<file path="src/logic/mdc_pkg.sv">
// motor drive control register bank: shared constants, field positions and types
// assumes a 25 MHz ref_clk and a 6-bit register address from the serial port decoder
package mdc_pkg;

    // register port geometry
    localparam int ADDR_W = 6;
    localparam int DATA_W = 8;

    // register offsets
    localparam logic [5:0] OFS_HALL_BRAKE_DIRECTION_CTRL = 6'h09;
    localparam logic [5:0] OFS_SPEED_PULSE_STALL_CTRL = 6'h0A;
    localparam logic [5:0] OFS_PHASE_LEAD_CTRL = 6'h0B;
    localparam logic [5:0] OFS_DELAY_MATCH_CTRL = 6'h0C;

    // values after reset
    localparam logic [7:0] RST_HALL_BRAKE_DIRECTION_CTRL = 8'h01;
    localparam logic [7:0] RST_SPEED_PULSE_STALL_CTRL = 8'h41;
    localparam logic [7:0] RST_PHASE_LEAD_CTRL = 8'h00;
    localparam logic [7:0] RST_DELAY_MATCH_CTRL = 8'h00;

    // writable bits; all others are reserved
    localparam logic [7:0] WMASK_HALL_BRAKE_DIRECTION_CTRL = 8'h1F;
    localparam logic [7:0] WMASK_SPEED_PULSE_STALL_CTRL = 8'hDF;
    localparam logic [7:0] WMASK_PHASE_LEAD_CTRL = 8'h07;
    localparam logic [7:0] WMASK_DELAY_MATCH_CTRL = 8'h1F;

    // field positions, first register
    localparam int POS_HALL_COMPARATOR_HYSTERESIS = 4;
    localparam int POS_BRAKE_STYLE = 3;
    localparam int POS_FREEWHEEL = 2;
    localparam int POS_BRAKE = 1;
    localparam int POS_ROTATION = 0;
    // field positions, second register
    localparam int POS_SPEED_DIV = 6;
    localparam int POS_STALL_RETRY = 4;
    localparam int POS_STALL_DETECT = 2;
    localparam int POS_STALL_RESP = 0;
    // field positions, third and fourth register
    localparam int POS_PHASE_LEAD = 0;
    localparam int POS_DLY_EN = 4;
    localparam int POS_DLY_GOAL = 0;

    // timing
    localparam int CLK_HZ = 25_000_000;
    localparam int CLK_NS = 1_000_000_000 / CLK_HZ;
    localparam int CYC_PER_MS = CLK_HZ / 1000;
    localparam int STALL_DET_MS_0 = 300;
    localparam int STALL_DET_MS_1 = 500;
    localparam int STALL_DET_MS_2 = 1000;
    localparam int STALL_DET_MS_3 = 5000;
    localparam int STALL_RETRY_MS_0 = 500;
    localparam int STALL_RETRY_MS_1 = 5000;
    localparam int DLY_STEP_NS = 200;
    localparam int DLY_STEP_CYC = (DLY_STEP_NS + CLK_NS - 1) / CLK_NS;
    localparam int DLY_CNT_W = 7;

    // stall response codes
    typedef enum logic [1:0] {
        STALL_LATCH = 2'h0,
        STALL_RETRY = 2'h1,
        STALL_REPORT = 2'h2,
        STALL_IGNORE = 2'h3
    } mdc_stall_resp_t;

    // stall supervisor states, gray along idle, count, fault, retry
    typedef enum logic [1:0] {
        ST_IDLE = 2'b00,
        ST_COUNT = 2'b01,
        ST_FAULT = 2'b11,
        ST_RETRY = 2'b10
    } mdc_stall_state_t;

    // decoded configuration seen by the drive logic
    typedef struct packed {
        logic hall_comparator_hysteresis;
        logic brake_style_coast;
        logic freewheel_en;
        logic brake_en;
        logic rotation_ccw;
        logic [1:0] speed_pulse_divider;
        logic stall_retry_time;
        logic [1:0] stall_detect_time;
        logic [1:0] stall_fault_response;
        logic [2:0] phase_lead_angle;
        logic delay_match_enable;
        logic [3:0] delay_match_goal;
    } mdc_cfg_t;

    // register read answer
    typedef struct packed {
        logic valid;
        logic [7:0] data;
    } mdc_rd_t;

endpackage

</file>
<file path="src/logic/mdc_delay_match.sv">
// one phase of driver delay matching: holds each output transition so that
// the total delay reaches the goal for both current directions
// assumes cmd and sourcing come from logic on ref_clk
`timescale 1ns/1ps
`default_nettype none
module mdc_delay_match import mdc_pkg::*; #(
    parameter int SRC_DLY_CYC = 2,
    parameter int SNK_DLY_CYC = 4
) (
    // clock and reset
    input wire logic ref_clk,
    input wire logic rstn,
    // configuration
    input wire logic enable,
    input wire logic [3:0] goal,
    // phase command
    input wire logic cmd,
    input wire logic sourcing,
    output logic drive_q
);

    typedef struct packed {
        logic target;
        logic pending;
        logic [DLY_CNT_W-1:0] cnt;
        logic drive;
    } mdc_dm_state_t;

    mdc_dm_state_t s_q, s_d;
    logic [DLY_CNT_W-1:0] goal_cyc;
    logic [DLY_CNT_W-1:0] own_cyc;
    logic [DLY_CNT_W-1:0] var_cyc;

    always_comb begin
        // code 0 is no delay, code n is (n+1) steps
        if (goal == 4'h0) begin
            goal_cyc = '0;
        end else begin
            goal_cyc = DLY_CNT_W'((32'(goal) + 32'd1) * 32'(DLY_STEP_CYC));
        end
        own_cyc = sourcing ? DLY_CNT_W'(SRC_DLY_CYC) : DLY_CNT_W'(SNK_DLY_CYC);
        // the variable part never goes negative; a short goal just passes through
        var_cyc = (goal_cyc > own_cyc) ? goal_cyc - own_cyc : '0;
        s_d = s_q;
        if (!enable) begin
            s_d.drive = cmd;
            s_d.target = cmd;
            s_d.pending = 1'b0;
            s_d.cnt = '0;
        end else if (cmd != s_q.target) begin
            // a new edge restarts the wait, so a glitch shorter than the delay is dropped
            s_d.target = cmd;
            s_d.pending = (var_cyc != '0);
            s_d.cnt = var_cyc;
            if (var_cyc == '0) begin
                s_d.drive = cmd;
            end
        end else if (s_q.pending) begin
            if (s_q.cnt <= DLY_CNT_W'(1)) begin
                s_d.pending = 1'b0;
                s_d.cnt = '0;
                s_d.drive = s_q.target;
            end else begin
                s_d.cnt = s_q.cnt - DLY_CNT_W'(1);
            end
        end
    end

    always_ff @(posedge ref_clk or negedge rstn) begin
        if (!rstn) begin
            s_q <= '0;
        end else begin
            s_q <= s_d;
        end
    end

    assign drive_q = s_q.drive;

endmodule
`default_nettype wire

</file>
<file path="src/logic/mdc_ctrl_regs.sv">
// motor drive control register bank: four configuration registers, the
// speed-pulse divider, the stall supervisor and three phases of delay matching
// assumes the serial port decoder presents single-cycle read and write strobes
// on ref_clk, and that the commutation logic shares that clock
//
// Summary of operation
// - hysteresis bit 4 of first register: clear 5 mV, set 50 mV; resets 0.
// - brake-style bit 3: clear brakes actively, set coasts while brake requested.
// - freewheel bit 2 set enables coast mode; resets 0.
// - brake bit 1 set enables brake mode; resets 0.
// - rotation bit 0: clear clockwise, set anti-clockwise; resets 1.
// - divider bits 7-6 divide commutation frequency by 1, 2, 4, 8; resets 1.
// - retry-time bit 4 selects 500 ms or 5000 ms retry wait.
// - detect field bits 3-2 selects 300, 500, 1000 or 5000 ms stall time.
// - response code 0: stall raises a fault latched until explicitly cleared.
// - response code 1, default: fault clears itself and retries after retry time.
// - response code 2: stall only reported; driving continues.
// - response code 3: stall neither reported nor acted upon.
// - phase-lead bits 2-0 give 0 to 30 degrees advance; resets 0.
// - delay-match enable bit 4 of last register; resets 0.
// - delay-match goal bits 3-0: 0, 0.4 us, then 0.2 us steps to 3.2 us.
// - speed-pulse and stall register resets to 41h.
// - delay matching pads each transition so both current directions hit the goal.
`timescale 1ns/1ps
`default_nettype none
module mdc_ctrl_regs import mdc_pkg::*; #(
    parameter int CYC_PER_MS_P = CYC_PER_MS,
    parameter int PHASES = 3,
    parameter int SRC_DLY_CYC = 2,
    parameter int SNK_DLY_CYC = 4
) (
    // clock and reset
    input wire logic ref_clk,
    input wire logic rstn,
    // register port from the serial decoder
    input wire logic reg_wr,
    input wire logic reg_rd,
    input wire logic [ADDR_W-1:0] reg_addr,
    input wire logic [DATA_W-1:0] reg_wdata,
    output logic [DATA_W-1:0] reg_rdata,
    output logic reg_rvalid,
    // commutation side
    input wire logic comm_level,
    input wire logic stall_seen,
    input wire logic stall_clear,
    input wire logic [PHASES-1:0] phase_cmd,
    input wire logic [PHASES-1:0] phase_sourcing,
    // configuration to the drive logic
    output logic hall_comparator_hysteresis,
    output logic rotation_ccw,
    output logic bridge_brake,
    output logic bridge_coast,
    output logic [2:0] phase_lead_angle,
    // status and outputs
    output logic speed_pulse_output,
    output logic stall_fault,
    output logic drive_inhibit,
    output logic [PHASES-1:0] phase_drive
);

    localparam int TCNT_W = 32;

    typedef struct packed {
        logic [7:0] r_hbd;
        logic [7:0] r_sps;
        logic [7:0] r_pl;
        logic [7:0] r_dm;
        mdc_rd_t rd;
        logic comm_last;
        logic [1:0] pulse_cnt;
        logic pulse;
        mdc_stall_state_t st;
        logic [TCNT_W-1:0] tcnt;
        logic fault;
        logic inhibit;
        logic brake;
        logic coast;
    } mdc_state_t;

    mdc_state_t s_q, s_d;
    mdc_cfg_t cfg;
    logic [TCNT_W-1:0] detect_cyc;
    logic [TCNT_W-1:0] retry_cyc;
    logic comm_rise;
    logic [1:0] half_cnt;
    logic [7:0] rd_val;
    logic clear_now;

    // field decode from the live registers
    always_comb begin
        cfg.hall_comparator_hysteresis = s_q.r_hbd[POS_HALL_COMPARATOR_HYSTERESIS];
        cfg.brake_style_coast = s_q.r_hbd[POS_BRAKE_STYLE];
        cfg.freewheel_en = s_q.r_hbd[POS_FREEWHEEL];
        cfg.brake_en = s_q.r_hbd[POS_BRAKE];
        cfg.rotation_ccw = s_q.r_hbd[POS_ROTATION];
        cfg.speed_pulse_divider = s_q.r_sps[POS_SPEED_DIV +: 2];
        cfg.stall_retry_time = s_q.r_sps[POS_STALL_RETRY];
        cfg.stall_detect_time = s_q.r_sps[POS_STALL_DETECT +: 2];
        cfg.stall_fault_response = s_q.r_sps[POS_STALL_RESP +: 2];
        cfg.phase_lead_angle = s_q.r_pl[POS_PHASE_LEAD +: 3];
        cfg.delay_match_enable = s_q.r_dm[POS_DLY_EN];
        cfg.delay_match_goal = s_q.r_dm[POS_DLY_GOAL +: 4];
    end

    // stall time in cycles; the per-ms count is a parameter so tests can shrink it
    always_comb begin
        case (cfg.stall_detect_time)
            2'h0: begin
                detect_cyc = TCNT_W'(STALL_DET_MS_0 * CYC_PER_MS_P);
            end
            2'h1: begin
                detect_cyc = TCNT_W'(STALL_DET_MS_1 * CYC_PER_MS_P);
            end
            2'h2: begin
                detect_cyc = TCNT_W'(STALL_DET_MS_2 * CYC_PER_MS_P);
            end
            default: begin
                detect_cyc = TCNT_W'(STALL_DET_MS_3 * CYC_PER_MS_P);
            end
        endcase
        if (cfg.stall_retry_time) begin
            retry_cyc = TCNT_W'(STALL_RETRY_MS_1 * CYC_PER_MS_P);
        end else begin
            retry_cyc = TCNT_W'(STALL_RETRY_MS_0 * CYC_PER_MS_P);
        end
    end

    // readback mux; unmapped addresses answer zero
    always_comb begin
        if (reg_addr == OFS_HALL_BRAKE_DIRECTION_CTRL) begin
            rd_val = s_q.r_hbd;
        end else if (reg_addr == OFS_SPEED_PULSE_STALL_CTRL) begin
            rd_val = s_q.r_sps;
        end else if (reg_addr == OFS_PHASE_LEAD_CTRL) begin
            rd_val = s_q.r_pl;
        end else if (reg_addr == OFS_DELAY_MATCH_CTRL) begin
            rd_val = s_q.r_dm;
        end else begin
            rd_val = 8'h00;
        end
    end

    // toggle after half the divided period; code 0 just follows the level
    always_comb begin
        case (cfg.speed_pulse_divider)
            2'h2: begin
                half_cnt = 2'h1;
            end
            2'h3: begin
                half_cnt = 2'h3;
            end
            default: begin
                half_cnt = 2'h0;
            end
        endcase
    end

    assign comm_rise = comm_level && !s_q.comm_last;
    assign clear_now = stall_clear;

    always_comb begin
        s_d = s_q;
        s_d.rd.valid = 1'b0;

        // register writes; the mask keeps reserved bits at zero
        if (reg_wr) begin
            if (reg_addr == OFS_HALL_BRAKE_DIRECTION_CTRL) begin
                s_d.r_hbd = reg_wdata & WMASK_HALL_BRAKE_DIRECTION_CTRL;
            end else if (reg_addr == OFS_SPEED_PULSE_STALL_CTRL) begin
                s_d.r_sps = reg_wdata & WMASK_SPEED_PULSE_STALL_CTRL;
            end else if (reg_addr == OFS_PHASE_LEAD_CTRL) begin
                s_d.r_pl = reg_wdata & WMASK_PHASE_LEAD_CTRL;
            end else if (reg_addr == OFS_DELAY_MATCH_CTRL) begin
                s_d.r_dm = reg_wdata & WMASK_DELAY_MATCH_CTRL;
            end
        end

        // reads answer one cycle later from the pre-write contents
        if (reg_rd) begin
            s_d.rd.valid = 1'b1;
            s_d.rd.data = rd_val & 8'hFF;
        end

        // speed pulse output
        s_d.comm_last = comm_level;
        if (cfg.speed_pulse_divider == 2'h0) begin
            s_d.pulse = comm_level;
            s_d.pulse_cnt = 2'h0;
        end else if (comm_rise) begin
            if (s_q.pulse_cnt >= half_cnt) begin
                s_d.pulse = !s_q.pulse;
                s_d.pulse_cnt = 2'h0;
            end else begin
                s_d.pulse_cnt = s_q.pulse_cnt + 2'h1;
            end
        end

        // bridge mode: freewheel wins, brake obeys the brake-style choice
        s_d.coast = cfg.freewheel_en || (cfg.brake_en && cfg.brake_style_coast);
        s_d.brake = !cfg.freewheel_en && cfg.brake_en && !cfg.brake_style_coast;

        // a report-only flag is cleared here; a new stall in the same cycle wins
        if (clear_now && s_q.st != ST_FAULT && s_q.st != ST_RETRY) begin
            s_d.fault = 1'b0;
        end

        case (s_q.st)
            ST_IDLE: begin
                s_d.tcnt = '0;
                if (stall_seen && cfg.stall_fault_response != STALL_IGNORE) begin
                    s_d.st = ST_COUNT;
                    s_d.tcnt = TCNT_W'(1);
                end
            end
            ST_COUNT: begin
                if (!stall_seen || cfg.stall_fault_response == STALL_IGNORE) begin
                    s_d.st = ST_IDLE;
                    s_d.tcnt = '0;
                end else if (s_q.tcnt >= detect_cyc) begin
                    s_d.tcnt = '0;
                    s_d.fault = 1'b1;
                    case (cfg.stall_fault_response)
                        STALL_LATCH: begin
                            s_d.st = ST_FAULT;
                            s_d.inhibit = 1'b1;
                        end
                        STALL_RETRY: begin
                            s_d.st = ST_RETRY;
                            s_d.inhibit = 1'b1;
                        end
                        default: begin
                            // report only: flag stays, driving goes on
                            s_d.st = ST_IDLE;
                        end
                    endcase
                end else begin
                    s_d.tcnt = s_q.tcnt + TCNT_W'(1);
                end
            end
            ST_FAULT: begin
                // holds until software clears it, whatever the stall input does
                if (clear_now) begin
                    s_d.st = ST_IDLE;
                    s_d.fault = 1'b0;
                    s_d.inhibit = 1'b0;
                end
            end
            ST_RETRY: begin
                if (s_q.tcnt >= retry_cyc) begin
                    s_d.st = ST_IDLE;
                    s_d.tcnt = '0;
                    s_d.fault = 1'b0;
                    s_d.inhibit = 1'b0;
                end else begin
                    s_d.tcnt = s_q.tcnt + TCNT_W'(1);
                end
            end
            default: begin
                s_d.st = ST_IDLE;
            end
        endcase
    end

    always_ff @(posedge ref_clk or negedge rstn) begin
        if (!rstn) begin
            s_q <= '0;
            s_q.r_hbd <= RST_HALL_BRAKE_DIRECTION_CTRL;
            s_q.r_sps <= RST_SPEED_PULSE_STALL_CTRL;
            s_q.r_pl <= RST_PHASE_LEAD_CTRL;
            s_q.r_dm <= RST_DELAY_MATCH_CTRL;
            s_q.st <= ST_IDLE;
        end else begin
            s_q <= s_d;
        end
    end

    // one delay matcher per phase
    genvar gi;
    generate
        for (gi = 0; gi < PHASES; gi++) begin : g_phase
            mdc_delay_match #(
                .SRC_DLY_CYC(SRC_DLY_CYC),
                .SNK_DLY_CYC(SNK_DLY_CYC)
            ) u_dm (
                .ref_clk(ref_clk),
                .rstn(rstn),
                .enable(cfg.delay_match_enable),
                .goal(cfg.delay_match_goal),
                .cmd(phase_cmd[gi]),
                .sourcing(phase_sourcing[gi]),
                .drive_q(phase_drive[gi])
            );
        end
    endgenerate

    // outputs straight from the state flops
    assign reg_rdata = s_q.rd.data;
    assign reg_rvalid = s_q.rd.valid;
    assign hall_comparator_hysteresis = s_q.r_hbd[POS_HALL_COMPARATOR_HYSTERESIS];
    assign rotation_ccw = s_q.r_hbd[POS_ROTATION];
    assign phase_lead_angle = s_q.r_pl[POS_PHASE_LEAD +: 3];
    assign bridge_brake = s_q.brake;
    assign bridge_coast = s_q.coast;
    assign speed_pulse_output = s_q.pulse;
    assign stall_fault = s_q.fault;
    assign drive_inhibit = s_q.inhibit;

endmodule
`default_nettype wire

</file>
<file path="config.mk">
export PLATFORM = sky130hd
export DESIGN_NAME = mdc_ctrl_regs
export DESIGN_NICKNAME = d
export VERILOG_FILES = /design/src/logic/mdc_pkg.sv /design/src/logic/mdc_delay_match.sv /design/src/logic/mdc_ctrl_regs.sv
export SDC_FILE = /design/constraint.sdc
export NUM_CORES = 1
export LEC_CHECK = 0
export BUFFER_PORTS_ARGS = -buffer_cell sky130_fd_sc_hd__buf_2
export CAP_MARGIN = 0
export CORE_MARGIN = 2
export CORE_UTILIZATION = 25
export CTS_BUF_LIST = sky130_fd_sc_hd__clkbuf_16
export DETAILED_ROUTE_END_ITERATION = 8
export SLEW_MARGIN = 20
export SYNTH_ARGS = -nofsm -noshare
export SYNTH_HDL_FRONTEND = slang
export SYNTH_SLANG_ARGS = --single-unit
</file>
<file path="constraint.sdc">
create_clock -name ref_clk -period 6.25 [get_ports ref_clk]
set_input_delay 0.9375 -clock ref_clk [delete_from_list [all_inputs] [get_ports ref_clk]]
set_output_delay 0.9375 -clock ref_clk [all_outputs]
set_load 0.01 [all_outputs]
</file>
# After elaboration in Yosys (flattened, before gate mapping)
# Index checks and enable logic that the tools add are counted.
[classes]
bitwise = 3
eq_ne = 38
addsub = 9
mul = 1
muxes = 60
order_cmp = 9
n_reduce_logical = 40
shifts = 0
div = 0
[ops]
columns = ["cell", "n"]
rows = [
  ["$pmux W32 S3", 1],
  ["$pmux W27 S3", 1],
  ["$mux W34", 2],
  ["$ge A32 B32 Y1", 2],
  ["$mux W32", 2],
  ["$mux W9", 7],
  ["$mux W7", 7],
  ["$add A32 B1 Y32 const B", 1],
  ["$mul A32 B3 Y7 const B", 1],
  ["$mux W10", 3],
  ["$mux W27", 1],
  ["$eq A6 B4 Y1 const B", 4],
  ["$gt A7 B7 Y1", 3],
  ["$le A7 B1 Y1 const B", 3],
  ["$logic_not A7 Y1", 3],
  ["$reduce_bool A7 Y1", 3],
  ["$sub A7 B1 Y7 const B", 3],
  ["$sub A7 B7 Y7", 3],
  ["$ne A2 B2 Y1 const B", 9],
  ["$ne A3 B1 Y1 const B", 6],
  ["$mux W2", 8],
  ["$mux W8", 2],
  ["$mux W1", 15],
  ["$mux W3", 5],
  ["other kinds (26)", 65],
]
[word_totals]
word_cells = 187
romBits = 0
reg_bits = 101
output_inout_bits = 22
input_bits = 27
n_memories = 0
ramBits = 0
latch_bits = 0

# Longest topological paths before layout
# Gate-level depths: netlist of the first run.
[depth]
ltp_word = 9
depth_mapped = 15
mapped_depth_nobuf = 14

# Cells and area by module
# A second synthesis of the first run with hierarchy kept.
[unflattened]
cells_unflattened = 844
area_unflattened_um2 = 7868.8
[modules_own_cells]
columns = ["mod", "area_each_um2", "n_inst", "seq_area_each_um2", "cells_each"]
rows = [
  ["mdc_ctrl_regs", 4574.4, 1, 1755.4, 453],
  ["mdc_delay_match (g_phase[0].u_dm ...)", 1086.0, 2, 250.2, 128],
  ["mdc_delay_match (g_phase[2].u_dm)", 1122.3, 1, 250.2, 135],
]

# Least setup slack after synthesis of the first run
# OpenSTA, ideal clock, no wires.
[synth_timing]
path_kind = "register to register"
startpoint = "reg s_q (netlist bit cfg[0])"
endpoint = "reg g_phase[0].u_dm.s_q (netlist bit g_phase[0].u_dm.drive_q)"
period_less_slack_ns = 3.673
arrival_time_ns = 3.552
setup_time_ns = 0.121
required_ns = 6.129
n_path_buf = 0
path_stages_with_launch = 14
path_slack_ns = 2.577
path_cell_list = "dfrtp_1 inv_1 ha_1 ha_1 ha_1 fa_1 xnor2_1 xor3_1 o311ai_0 o31ai_1 nor4_1 o21ai_0 a31o_2 a22o_1"
[synth_via]
elab_chain_len = 8
elab_cells_between_ends = 10
classes_between = "add/sub (2); mul (1); order compare (1); eq/ne (1); mux (2); reduce/logical (3)"
[synth_rtl]
columns = ["element", "line", "source"]
rows = [
  ["start: declaration", "mdc_ctrl_regs.sv:80", "mdc_state_t s_q, s_d;"],
  ["$add A4 B1 Y5", "mdc_delay_match.sv:39", "goal_cyc = DLY_CNT_W'((32'(goal) + 32'd1) * 32'(DLY_STEP_CYC));"],
  ["$mul A32 B3 Y7", "mdc_delay_match.sv:39", ""],
  ["$mux W7 *", "mdc_delay_match.sv:36", "if (goal == 4'h0) begin"],
  ["$sub A7 B7 Y7 / $gt A7 B7 Y1 (equally long branches)", "mdc_delay_match.sv:43", "var_cyc = (goal_cyc > own_cyc) ? goal_cyc - own_cyc : '0;"],
  ["$mux W7 *", "mdc_delay_match.sv:43", ""],
  ["$logic_not A7 Y1 *", "mdc_delay_match.sv:55", "if (var_cyc == '0) begin"],
  ["$ne A3 B3 Y1 (no line) *", "n/a", ""],
  ["$reduce_and A3 Y1 (no line) *", "n/a", ""],
  ["end signal: assignment", "mdc_delay_match.sv:71", "s_q <= '0;"],
  ["end signal: assignment", "mdc_delay_match.sv:73", "s_q <= s_d;"],
  ["end: declaration", "mdc_delay_match.sv:29", "mdc_dm_state_t s_q, s_d;"],
]
# Mark *: on every way between the ends. The rest lies on a longest branch, timed or not.
# A chain may end at the register's enable or synchronous reset.

# Worst setup path in the final report of the first run
# Ends and elaborated chain as after synthesis.

==> results.rst, run 1 <==
.. list-table::
   :header-rows: 1

   * - Metric
     - Value
   * - DRC errors left
     - 0
   * - Path type of the worst setup path
     - reg2reg
   * - Cell taking the most area after synthesis
     - sky130_fd_sc_hd__dfrtp_1
   * - Post-synthesis average cell area
     - between 8 and 9 um^2
   * - Number of buffers inserted by post-CTS setup repair
     - 0
   * - Overall via count from detail_route
     - 6030
   * - Clock skew after layout
     - 0.0104 ns
   * - Top-count cell post-synth
     - sky130_fd_sc_hd__dfrtp_1
   * - Clk pin slew, worst setup/hold paths
     - approximately 0.07 ns
   * - Sum of net half-perimeters after detailed placement
     - 13500 um
   * - Count of input and output buffers
     - 46
   * - Setup tns final
     - 0 ns
   * - Least-Margin Pin Slew
     - 0.955 ns
   * - WL/cell
     - 15.0 um
   * - Initial DRT Pass Iterations
     - 5
   * - Ratio of cells with drive above 1 in the final layout
     - 11.9%
   * - Remaining number of nets flagged by the antenna check after routing
     - 0
   * - Total number of yosys warnings
     - 0
   * - Largest driver fanout on the critical path
     - 8
   * - Setup repair after global routing missed its margin
     - false
   * - Core Util, Final
     - between 20 and 30%
   * - Tot GR Track Use
     - 12.8%
   * - Instance count of the mapped netlist
     - 800
   * - Standard-cell row count
     - 61
   * - Layout overhead on the synthesized area
     - 11.5%
   * - Crit path required time
     - 6.49 ns
   * - Per-cell via count in the routed design
     - 4.98
   * - Post-Syn Area
     - 0.00701 mm^2
   * - Worst IR drop on VDD
     - 171 uV
   * - Fraction of registers with async set/reset
     - 100%
   * - Hold-fix buffers, CTS
     - 0
   * - Final critical-path share of the clock period
     - 67.5%
   * - Net count of the mapped netlist
     - 896
   * - Skew-Pair Late Insertion Delay
     - approximately 0.35 ns
   * - Number of instances resized during post-cts repair
     - 0
   * - Kind of end point of the critical path
     - flip-flop
   * - Top Ports
     - 49
   * - Clock buffer count from CTS
     - 9
   * - Die Y-Extent
     - between 150 and 200 um
   * - Kind of start point of the critical path
     - flip-flop
   * - H-tree level count
     - 3
   * - Remaining global-route overflow
     - 0
   * - Final Slew Violations
     - 0
   * - Clock net sink count
     - 100
   * - Global-route wire length before repair
     - around 30000 um
   * - Register area
     - 0.00251 mm^2
   * - FF+latch count, synth
     - 100
   * - Leakage Power
     - between 0.003 and 0.004 uW
   * - Number of max-capacitance violations reported
     - 0
   * - Width of the chip
     - 171 um
   * - Synth cell count leaders
     - sky130_fd_sc_hd__dfrtp_1, sky130_fd_sc_hd__nand2_1, sky130_fd_sc_hd__nor2_1
   * - Routability congestion estimate
     - 0.885
   * - CORE AREA
     - 0.0277 mm^2
   * - Final Net Count
     - 922
   * - Antenna violations before repair
     - 1
   * - Die ar.
     - 0.0294 mm^2
   * - Top FF cell, synth
     - sky130_fd_sc_hd__dfrtp_1
   * - Number of hold-slack violations in the final timing report
     - 0
   * - Maximum number of pins on one net before global-route repair
     - 70
   * - HP Class
     - reg2reg
   * - Starting Density
     - between 20 and 30%
   * - Result of the run
     - completed
   * - Wire length reported by the detailed router
     - around 18000 um
   * - Worst rel slew slack
     - a little over a third
   * - Fmax
     - roughly 0.24 GHz
   * - Clock buffer depth
     - 2
   * - Total of fill cells in the finished design
     - 2954
   * - Number of synthesized flops with an enable pin
     - 0
   * - Combined area of the multi-input logic cells
     - 0.00411 mm^2
   * - Post-layout minimum cycle time
     - about 4.2 ns
   * - Main area contributors after synthesis
     - sky130_fd_sc_hd__dfrtp_1, sky130_fd_sc_hd__ha_1, sky130_fd_sc_hd__nand2_1, sky130_fd_sc_hd__o21ai_0, sky130_fd_sc_hd__a21oi_1
   * - Sequential cell area fraction in the yosys report
     - 35.8%
   * - Total power density per cell area
     - 272 mW/mm^2
   * - Clock tree from TritonCTS
     - done
   * - Clock root buffer master
     - sky130_fd_sc_hd__clkbuf_16
   * - Vias in the first global route
     - 5829
   * - Arrival time at the worst endpoint
     - 4.46 ns
   * - Area fraction of the dominant cell type after synthesis
     - 34.6%
   * - DR iter-0 viols
     - 451
   * - Number of distinct library cell variants in the gate-level netlist after synthesis
     - 66
   * - Count of endpoints failing setup in the final report
     - 0
-- stage by stage --
step | worst slack [ns] | hold slack, ns | total power, uW | std cells | cell area (um^2)
after floorplan | 2.58 | 0.424 | 1400 | 800 | 7010
after global placement | 2.21 | 0.467 | 1610 | 1193 | 7560
after detailed placement | 2.11 | 0.478 | 1620 | 1193 | 7560
after CTS | 2.11 | 0.485 | 2140 | 1209 | 7810
after global routing | 1.82 | 0.503 | 2290 | 1210 | 7820
final | 2.03 | 0.478 | 2120 | 1210 | 7820
-- where the power goes --
group	leakage [uW]	switching [uW]	total, uW	internal, uW
clock network	0.000138	243	506	262
registers	0.00134	75.6	782	706
logic	0.00199	519	836	317
-- worst paths after layout --
check                      cells past startpoint               start  slack (ns)                                   to
min in group asynchronous                      1                rstn        0.52                  s_q[24]$_DFFE_PN0P_
max in group asynchronous                      2                rstn        4.47  g_phase[2].u_dm.drive_q$_DFFE_PN0P_
hold reg to reg                                1   s_q[41]$_DFF_PN0_        0.48                  s_q[39]$_DFFE_PN0P_
setup reg to reg                              13  cfg[0]$_DFFE_PN0P_        2.03  g_phase[0].u_dm.drive_q$_DFFE_PN0P_
hold / removal                                 1   s_q[41]$_DFF_PN0_        0.48                  s_q[39]$_DFFE_PN0P_
setup / recovery                              13  cfg[0]$_DFFE_PN0P_        2.03  g_phase[0].u_dm.drive_q$_DFFE_PN0P_
-- layout by cell type, fill, tap and decap left out, types with 5 or more instances in the layout --
| cell type | synthesis | final |
|---|---|---|
| sky130_fd_sc_hd__clkbuf_16 | 0 | 9 |
| sky130_fd_sc_hd__nor3b_1 | 5 | 5 |
| sky130_fd_sc_hd__o22ai_1 | 12 | 12 |
| sky130_fd_sc_hd__or2_2 | 5 | 5 |
| sky130_fd_sc_hd__nor2_1 | 66 | 66 |
| sky130_fd_sc_hd__dfrtp_1 | 97 | 97 |
| sky130_fd_sc_hd__or3_1 | 19 | 19 |
| sky130_fd_sc_hd__nor4_1 | 6 | 6 |
| sky130_fd_sc_hd__o21ai_0 | 55 | 55 |
| sky130_fd_sc_hd__xor2_1 | 6 | 6 |
| sky130_fd_sc_hd__and3_1 | 8 | 8 |
| sky130_fd_sc_hd__a21o_1 | 12 | 12 |
| sky130_fd_sc_hd__ha_1 | 65 | 65 |
| sky130_fd_sc_hd__inv_1 | 54 | 58 |
| sky130_fd_sc_hd__nand2b_1 | 5 | 5 |
| sky130_fd_sc_hd__and2_1 | 10 | 10 |
| sky130_fd_sc_hd__nand4_1 | 15 | 15 |
| sky130_fd_sc_hd__xnor2_1 | 10 | 10 |
| sky130_fd_sc_hd__buf_4 | 14 | 5 |
| sky130_fd_sc_hd__o211ai_1 | 6 | 6 |
| sky130_fd_sc_hd__buf_2 | 2 | 45 |
| sky130_fd_sc_hd__o31ai_1 | 6 | 6 |
| sky130_fd_sc_hd__a21oi_1 | 54 | 54 |
| sky130_fd_sc_hd__nor2b_1 | 6 | 6 |
| sky130_fd_sc_hd__mux2_2 | 23 | 23 |
| sky130_fd_sc_hd__nand3_1 | 38 | 38 |
| sky130_fd_sc_hd__a31oi_1 | 8 | 8 |
| sky130_fd_sc_hd__nor3_1 | 15 | 15 |
| sky130_fd_sc_hd__nand2_1 | 77 | 77 |
| sky130_fd_sc_hd__o311ai_0 | 7 | 7 |
-- critical path, cell delays in order (launching register included) --
cell and delay, ns:
sky130_fd_sc_hd__dfrtp_1 0.51, sky130_fd_sc_hd__inv_1 0.13, sky130_fd_sc_hd__ha_1 0.33, sky130_fd_sc_hd__ha_1 0.28
sky130_fd_sc_hd__ha_1 0.22, sky130_fd_sc_hd__fa_1 0.37, sky130_fd_sc_hd__xnor2_1 0.26, sky130_fd_sc_hd__xor3_1 0.37
sky130_fd_sc_hd__o311ai_0 0.42, sky130_fd_sc_hd__o31ai_1 0.18, sky130_fd_sc_hd__nor4_1 0.42, sky130_fd_sc_hd__o21ai_0 0.14
sky130_fd_sc_hd__a31o_2 0.25, sky130_fd_sc_hd__a22o_1 0.22
-- layout make-up --
cell class | count | area share [%]
Multi-Input combinational cell | 611 | 52.6
Inverter | 54 | 2.59
Antenna cell | 1 | 0.0320
Sequential cell | 100 | 32.1
Clock inverter | 7 | 0.400
Tap cell | 378 | 6.05
Clock buffer | 9 | 2.88
Timing Repair Buffer | 50 | 3.36
-- routing by layer --
layer	wire (um)	vias up	part of all wire [%]	GRT usage [%]
li1	-	2952	-	-
met1	8580	2904	47	17.4
met2	8210	146	45	20.2
met3	894	28	4.9	2.02
met4	414	0	2.3	5.34
met5	0	-	0	0
-- logic make-up (layout without fill, tap and decap cells) --
group                    after synthesis  count (layout)  synth area share, %
AO/OA/AOI/OAI                        211             211                 19.4
XOR/XNOR                              17              17                 2.34
adder cells (fa/ha/maj)               69              69                 12.7
buffers and inverters                 89             120                 5.55
flip-flops                           100             100                 35.8
multiplexers                          24              24                 3.84
other                                  1               2               0.0535
AND/OR/NAND/NOR                      289             289                 20.3
-- state kept, by name (all words and copies together), names as in the netlist --
register,count
speed_pulse_output,1
drive_inhibit,1
g_phase.u_dm.s_q,27
bridge_brake,1
cfg,15
phase_lead_angle,3
g_phase.u_dm.drive_q,3
reg_rvalid,1
bridge_coast,1
rotation_ccw,1
s_q,37
hall_comparator_hysteresis,1
reg_rdata,7
stall_fault,1
Note: power is estimated with default switching activity, not from simulation.
==> run 2, diff against run 1 <==
==> constraint.sdc (replaced) <==
create_clock -name ref_clk -period 3.4 [get_ports ref_clk]
set_input_delay 0.51 -clock ref_clk [delete_from_list [all_inputs] [get_ports ref_clk]]
set_output_delay 0.51 -clock ref_clk [all_outputs]
set_load 0.01 [all_outputs]
==> results.rst, run 2 (synthesis results as in run 1) <==
.. list-table::
   :header-rows: 1

   * - Metric
     - Value
   * - Count of input and output buffers
     - 46 (unchanged)
   * - Worst IR drop on VDD
     - 282 uV (+65%)
   * - Wire length reported by the detailed router
     - 17800 um (-1.7%)
   * - Total of fill cells in the finished design
     - 2931 (-0.78%)
   * - Remaining global-route overflow
     - 0 (unchanged)
   * - Layout overhead on the synthesized area
     - 20.3%
   * - Global-route wire length before repair
     - 29500 um (-2.6%)
   * - Total power density per cell area
     - 514 mW/mm^2 (+89%)
   * - HP Class
     - in2async
   * - Largest driver fanout on the critical path
     - 6 (-2)
   * - Kind of end point of the critical path
     - flip-flop
   * - Remaining number of nets flagged by the antenna check after routing
     - 0 (unchanged)
   * - Setup repair after global routing missed its margin
     - true
   * - Overall via count from detail_route
     - 6191 (+2.7%)
   * - DRC errors left
     - 0 (unchanged)
   * - Least setup slack across all paths after layout
     - -0.117 ns (-2.15 ns)
   * - Clock buffer depth
     - 2 (unchanged)
   * - Routability congestion estimate
     - 0.853 (-3.6%)
   * - Antenna violations before repair
     - 1 (unchanged)
   * - Reg2Reg Launch Point
     - cfg[0]$_DFFE_PN0P_
   * - Portion of total power attributed to combinational logic
     - 45.2% (+5.8 points)
   * - Worst reg2reg path endpoint
     - g_phase[1].u_dm.drive_q$_DFFE_PN0P_
   * - Switching pwr
     - 1690 uW (+100%)
   * - Least-Margin Pin Slew
     - 0.863 ns (-0.0926 ns)
   * - Number of max-capacitance violations reported
     - 0 (unchanged)
   * - Internal power contribution
     - 2640 uW (+110%)
   * - Final Slew Violations
     - 0 (unchanged)
   * - Tot GR Track Use
     - 12.4% (-0.46 points)
   * - Place WS
     - -0.247 ns (-2.36 ns)
   * - Clock tree from TritonCTS
     - done
   * - DR iter-0 viols
     - 366 (-19%)
   * - Vias in the first global route
     - 5930 (+1.7%)
   * - Clk pin slew, worst setup/hold paths
     - 0.07 ns (about the same)
   * - Leakage Power
     - 0.00371 uW (+7.0%)
   * - Maximum number of pins on one net before global-route repair
     - 66 (-5.7%)
   * - Final Net Count
     - 968 (+5.0%)
   * - WL/cell
     - 14.2 um (-5.3%)
   * - Fmax
     - 0.284 GHz (+20%)
   * - Die ar.
     - 0.0294 mm^2 (unchanged)
   * - Post-layout minimum cycle time
     - 3.52 ns (-0.703 ns)
   * - Number of hold-slack violations in the final timing report
     - 0 (unchanged)
   * - Crit path required time
     - 3.64 ns (-2.85 ns)
   * - Arrival time at the worst endpoint
     - 3.75 ns (-0.71 ns)
   * - Ratio of cells with drive above 1 in the final layout
     - 21.0% (+9.1 points)
   * - Highest-count cells in the layout ignoring fill and taps
     - sky130_fd_sc_hd__dfrtp_1, sky130_fd_sc_hd__nand2_1, sky130_fd_sc_hd__nor2_1, sky130_fd_sc_hd__ha_1, sky130_fd_sc_hd__inv_1
   * - Share of total power in sequential cells
     - 32.6% (-4.2 points)
   * - Width of the chip
     - 171 um (unchanged)
   * - Clock net sink count
     - 100 (unchanged)
   * - Per-cell via count in the routed design
     - 4.93 (-1.1%)
   * - Clock buffer count from CTS
     - 9 (unchanged)
   * - Largest register FFs
     - 37 (unchanged)
   * - Standard-cell row count
     - 61 (unchanged)
   * - Starting Density
     - 25.3% (unchanged)
   * - Skew-Pair Late Insertion Delay
     - 0.36 ns (about the same)
   * - Clock root buffer master
     - sky130_fd_sc_hd__clkbuf_16
   * - Overall power
     - 4330 uW (+100%)
   * - Worst rel slew slack
     - 42.5% (+7.1 points)
   * - Top Ports
     - 49 (unchanged)
   * - Count of endpoints failing setup in the final report
     - 2 (+2)
   * - Initial DRT Pass Iterations
     - 5 (unchanged)
   * - CORE AREA
     - 0.0277 mm^2 (unchanged)
   * - Result of the run
     - finished with violations
   * - Net switching share of the total power
     - 39.0% (-0.49 points)
   * - R2r worst-path depth
     - 13 (unchanged)
   * - Clock skew after layout
     - 0.0104 ns (-0.0000375 ns)
   * - Path type of the worst setup path
     - reg2reg
   * - Failing checks
     - negative setup slack
   * - Final critical-path share of the clock period
     - 103% (+36 points)
   * - Die Y-Extent
     - 171 um (unchanged)
   * - Proportion of power drawn by the clock network
     - 22.2% (-1.6 points)
   * - Leading cell type in the layout, fill and taps excluded
     - sky130_fd_sc_hd__dfrtp_1
   * - Reg with most FFs
     - s_q
   * - H-tree level count
     - 3 (unchanged)
   * - Kind of start point of the critical path
     - flip-flop
   * - Sum of net half-perimeters after detailed placement
     - 13200 um (-2.0%)
   * - R2R Setup Slk
     - -0.12 ns (-2.15 ns)
==> run 2: changes by cell type in the layout (fill, tap and decap cells not counted), moves of 4 or more <==
cell / delta
sky130_fd_sc_hd__buf_4: +43
sky130_fd_sc_hd__o21ai_0: -9
sky130_fd_sc_hd__o21ai_1: +8
sky130_fd_sc_hd__ha_1: -7
sky130_fd_sc_hd__ha_4: +5
sky130_fd_sc_hd__inv_1: -5
sky130_fd_sc_hd__nor2_1: -4
sky130_fd_sc_hd__nor2_2: +4
==> run 2: timing repair <==
item | 4_1_cts | 5_1_grt
hold buffers | 0 | 0
pin swaps | 4 | 19
resized for setup | 5 | 33
buffers inserted | 2 | 5
endpoints found under the setup margin | 5 | 28
==> run 2: area by class of cell <==
type / instances / area (um^2) / area share (%)
inverters: 54 / 203 / 2.40
clock buffers: 9 / 225 / 2.67
repair buffers: 96 / 646 / 7.66
multi-input cells: 611 / 4330 / 51.3
diodes: 1 / 2.50 / 0.0297
clock inverters: 7 / 45.0 / 0.534
well taps: 378 / 473 / 5.61
flip-flops and latches: 100 / 2510 / 29.8
==> run 2: metrics by stage <==
step | util (%) | hold slack (ns) | std cells | TNS, ns | instance area, um^2
detailed placement | 28.7 | 0.465 | 1232 | -0.411 | 7960
global placement | 28.7 | 0.452 | 1232 | -0.278 | 7960
global route | 30.4 | 0.294 | 1255 | -1.43 | 8430
CTS | 29.9 | 0.285 | 1250 | -0.0846 | 8280
floorplan | - | 0.214 | 800 | 0 | 7080
finish | 30.4 | 0.245 | 1256 | -0.190 | 8430
==> run 2: routing by layer <==
| metal | track usage (%) | up-vias | routed length [um] |
|---|---|---|---|
| li1 | - | 3056 | - |
| met1 | 16.9 | 2988 | 8690 |
| met2 | 19.8 | 125 | 8210 |
| met3 | 1.75 | 22 | 561 |
| met4 | 4.46 | 0 | 326 |
| met5 | 0 | - | 0 |
==> run 2: how the worst max path moves through the flow <==
stage / start / endpoint / slack, ns / depth (start not counted)
6_report: cfg[0]$_DFFE_PN0P_ / g_phase[1].u_dm.drive_q$_DFFE_PN0P_ / -0.12 / 13
5_1_grt: cfg[0]$_DFFE_PN0P_ / g_phase[1].u_dm.drive_q$_DFFE_PN0P_ / -0.21 / 13
2_1_floorplan: cfg[0]$_DFFE_PN0P_ / g_phase[0].u_dm.drive_q$_DFFE_PN0P_ / 0.007 / 13
3_5_place_dp: cfg[0]$_DFFE_PN0P_ / g_phase[0].u_dm.drive_q$_DFFE_PN0P_ / -0.25 / 13
4_1_cts: cfg[0]$_DFFE_PN0P_ / g_phase[0].u_dm.drive_q$_DFFE_PN0P_ / -0.07 / 13
3_3_place_gp: cfg[0]$_DFFE_PN0P_ / g_phase[0].u_dm.drive_q$_DFFE_PN0P_ / -0.19 / 13
==> run 2: worst max-delay path, cell delays in order, from the launching register on <==
cell                      delay [ns]
sky130_fd_sc_hd__dfrtp_2        0.47
sky130_fd_sc_hd__ha_4           0.20
sky130_fd_sc_hd__xor2_4         0.16
sky130_fd_sc_hd__ha_2           0.20
sky130_fd_sc_hd__ha_4           0.15
sky130_fd_sc_hd__fa_2           0.35
sky130_fd_sc_hd__xnor2_2        0.20
sky130_fd_sc_hd__xor3_2         0.43
sky130_fd_sc_hd__o21a_1         0.22
sky130_fd_sc_hd__o31a_1         0.35
sky130_fd_sc_hd__o22ai_2        0.20
sky130_fd_sc_hd__nor2_2         0.07
sky130_fd_sc_hd__nor2_2         0.10
sky130_fd_sc_hd__mux2_4         0.30
==> run 2: power by group through the flow <==
stage,Sequential [uW],Combinational (uW),Clock (uW)
after CTS,1410,1830,989
after detailed placement,1430,1780,0
after global routing,1430,2160,1030
after global placement,1430,1770,0
final,1410,1960,962
after floorplan,1410,1180,0
==> run 3, diff against run 2 <==
--- a/config.mk
+++ b/config.mk
@@ -7,7 +7,7 @@
 export LEC_CHECK = 0
 export BUFFER_PORTS_ARGS = -buffer_cell sky130_fd_sc_hd__buf_2
 export CAP_MARGIN = 0
-export CORE_MARGIN = 2
+export CORE_MARGIN = 4
 export CORE_UTILIZATION = 25
 export CTS_BUF_LIST = sky130_fd_sc_hd__clkbuf_16
 export DETAILED_ROUTE_END_ITERATION = 8
==> results.rst, run 3 (synthesis results as in run 1) <==
.. list-table::
   :header-rows: 1

   * - Metric
     - Value
   * - Width of the chip
     - 175 um (+2.3%)
   * - Per-cell via count in the routed design
     - 4.91 (-0.39%)
   * - Clk pin slew, worst setup/hold paths
     - 0.07 ns (about the same)
   * - Library cell appearing most often on the critical path
     - sky130_fd_sc_hd__ha_4
   * - Place WS
     - -0.219 ns (+0.0281 ns)
   * - Routability congestion estimate
     - 0.848 (-0.55%)
   * - Global-route wire length before repair
     - 30400 um (+2.9%)
   * - Standard-cell row count
     - 61 (unchanged)
   * - Count of input and output buffers
     - 46 (unchanged)
   * - Clock buffer count from CTS
     - 9 (unchanged)
   * - Clock tree from TritonCTS
     - done
   * - Crit path required time
     - 3.64 ns (about the same)
   * - Failing checks
     - negative setup slack
   * - Vias in the first global route
     - 6123 (+3.3%)
   * - Hold-fix buffers, CTS
     - 0 (unchanged)
   * - Combined area of the multi-input logic cells
     - 0.00434 mm^2 (+0.29%)
   * - Leading cell type in the layout, fill and taps excluded
     - sky130_fd_sc_hd__dfrtp_1
   * - Register area
     - 0.00251 mm^2 (about the same)
   * - Final Slew Violations
     - 0 (unchanged)
   * - CORE AREA
     - 0.0277 mm^2 (unchanged)
   * - Worst IR drop on VDD
     - 263 uV (-6.7%)
   * - Final critical-path share of the clock period
     - 101% (-2.0 points)
   * - Reg2Reg Launch Point
     - cfg[1]$_DFFE_PN0P_
   * - Slowest library cell on the worst path
     - sky130_fd_sc_hd__dfrtp_2
   * - Count of endpoints failing setup in the final report
     - 1 (-1)
   * - Leakage Power
     - 0.00370 uW (-0.24%)
   * - Starting Density
     - 25.3% (unchanged)
   * - Fmax
     - 0.290 GHz (+1.9%)
   * - Skew-Pair Late Insertion Delay
     - 0.35 ns (about the same)
   * - Number of max-capacitance violations reported
     - 0 (unchanged)
   * - Overall via count from detail_route
     - 6142 (-0.79%)
   * - Tot GR Track Use
     - 11.7% (-0.66 points)
   * - Path type of the worst setup path
     - reg2reg
   * - WL/cell
     - 14.2 um (+0.52%)
   * - Highest-count cells in the layout ignoring fill and taps
     - sky130_fd_sc_hd__dfrtp_1, sky130_fd_sc_hd__nand2_1, sky130_fd_sc_hd__nor2_1, sky130_fd_sc_hd__ha_1, sky130_fd_sc_hd__inv_1
   * - Kind of end point of the critical path
     - flip-flop
   * - Crit path largest cell delay
     - 0.48 ns (about the same)
   * - Worst rel slew slack
     - 39.6% (-2.8 points)
   * - Design Area, Final
     - 0.00842 mm^2 (-0.13%)
   * - Setup repair after global routing missed its margin
     - true
   * - Worst reg2reg path endpoint
     - g_phase[0].u_dm.drive_q$_DFFE_PN0P_
   * - Post-layout minimum cycle time
     - 3.45 ns (-0.0667 ns)
   * - Clock buffer depth
     - 2 (unchanged)
   * - DR iter-0 viols
     - 379 (+3.6%)
   * - Result of the run
     - finished with violations
   * - Ratio of cells with drive above 1 in the final layout
     - 20.7% (-0.25 points)
   * - Least setup slack across all paths after layout
     - -0.0503 ns (+0.0667 ns)
   * - Total power density per cell area
     - 521 mW/mm^2 (+1.3%)
   * - Overall power
     - 4380 uW (+1.2%)
   * - Maximum number of pins on one net before global-route repair
     - 62 (-6.1%)
   * - Number of hold-slack violations in the final timing report
     - 0 (unchanged)
   * - R2r worst-path depth
     - 13 (unchanged)
   * - Least-Margin Pin Slew
     - 0.905 ns (+0.0426 ns)
   * - Layout overhead on the synthesized area
     - 20.1%
   * - Remaining global-route overflow
     - 0 (unchanged)
   * - Count of placed standard cells including taps
     - 1227 (-0.41%)
   * - Largest driver fanout on the critical path
     - 5 (-1)
   * - Clock root buffer master
     - sky130_fd_sc_hd__clkbuf_16
   * - N_diodes
     - 0 (-1)
   * - HP Class
     - in2async
   * - Non-filler cells, final
     - 1251 (-0.40%)
   * - Wire length reported by the detailed router
     - 17800 um (+0.12%)
   * - Clock net sink count
     - 100 (unchanged)
   * - Remaining number of nets flagged by the antenna check after routing
     - 0 (unchanged)
   * - Final Net Count
     - 964 (-0.41%)
   * - Die Y-Extent
     - 175 um (+2.3%)
   * - Top Ports
     - 49 (unchanged)
   * - Initial DRT Pass Iterations
     - 5 (unchanged)
   * - Total cell area at the placement stage
     - 0.00792 mm^2 (-0.47%)
   * - Clock skew after layout
     - 0.00650 ns (-0.00391 ns)
   * - Antenna violations before repair
     - 1 (unchanged)
   * - Kind of start point of the critical path
     - flip-flop
   * - DRC errors left
     - 0 (unchanged)
   * - Arrival time at the worst endpoint
     - 3.69 ns (-0.06 ns)
   * - R2R Setup Slk
     - -0.05 ns (+0.07 ns)
   * - Die ar.
     - 0.0308 mm^2 (+4.7%)
   * - Total of fill cells in the finished design
     - 2886 (-1.5%)
   * - Sum of net half-perimeters after detailed placement
     - 13200 um (-0.38%)
   * - Cells traversed along the worst timing path
     - ha_4 -> xor2_4 -> ha_4 -> ha_4 -> fa_2 -> xnor2_2 -> xor3_2 -> o311ai_2 -> o31ai_2 -> nor4_2 -> o21ai_1 -> a31o_2 -> a22o_1
   * - H-tree level count
     - 3 (unchanged)
   * - Reg with most FFs
     - s_q
   * - Largest register FFs
     - 37 (unchanged)
-- run 3: cell types whose count changed in the layout (fill, tap and decap cells not counted), sizes merged --
cell / delta
buf: -4
clkinv: -1
clkinvlp: -1
diode: -1
inv: +2
-- run 3: per-layer routing --
layer,up-vias,global-route usage (%),share of wire [%]
met4,2,3.51,1.6
met5,-,0,0.073
met3,23,1.66,4.3
met1,2957,16.6,49
li1,3033,-,-
met2,127,18.6,46
-- run 3: where the power goes --
part | internal (uW) | switching [uW]
registers | 1300 | 119
logic | 878 | 1100
clock network | 501 | 487
total | 2680 | 1710
-- run 3: through the flow --
| step | TNS, ns | util (%) | hold slack (ns) |
|---|---|---|---|
| global placement | -0.332 | 28.6 | 0.464 |
| finish | -0.0503 | 30.4 | 0.218 |
| detailed placement | -0.545 | 28.6 | 0.463 |
| floorplan | 0 | - | 0.214 |
| global route | -0.427 | 30.4 | 0.279 |
| CTS | -0.0743 | 29.7 | 0.263 |
-- run 3: area by class of cell --
class / count / share of cell area, %
Timing Repair Buffer: 92 / 7.36
Tap cell: 378 / 5.62
Inverter: 54 / 2.41
Sequential cell: 100 / 29.8
Multi-Input combinational cell: 611 / 51.5
Clock inverter: 7 / 0.580
Clock buffer: 9 / 2.67
-- run 3: worst max-delay path, delay by kind of cell (launching register included) --
| kind | cells | cell delay [ns] |
|---|---|---|
| compound gates | 5 | 0.96 |
| xor+xnor | 3 | 0.69 |
| fa+ha+maj | 4 | 0.89 |
| flops | 1 | 0.48 |
| simple gates | 1 | 0.32 |
-- run 3: worst max path at each step --
stage | from | endpoint | slack [ns] | cells past startpoint
detailed placement | cfg[0]$_DFFE_PN0P_ | g_phase[0].u_dm.drive_q$_DFFE_PN0P_ | -0.22 | 13
CTS | cfg[1]$_DFFE_PN0P_ | g_phase[0].u_dm.drive_q$_DFFE_PN0P_ | -0.06 | 13
finish | cfg[1]$_DFFE_PN0P_ | g_phase[0].u_dm.drive_q$_DFFE_PN0P_ | -0.05 | 13
global placement | cfg[0]$_DFFE_PN0P_ | g_phase[0].u_dm.drive_q$_DFFE_PN0P_ | -0.17 | 13
global route | cfg[1]$_DFFE_PN0P_ | g_phase[0].u_dm.drive_q$_DFFE_PN0P_ | -0.17 | 13
floorplan | cfg[0]$_DFFE_PN0P_ | g_phase[0].u_dm.drive_q$_DFFE_PN0P_ | 0.007 | 13
-- run 3: repair_timing --
action / 4_1_cts / 5_1_grt
cloned: 0 / 0
pin swaps: 4 / 10
gates resized for setup: 6 / 32
endpoints found under the setup margin: 7 / 28
buffers inserted: 3 / 5
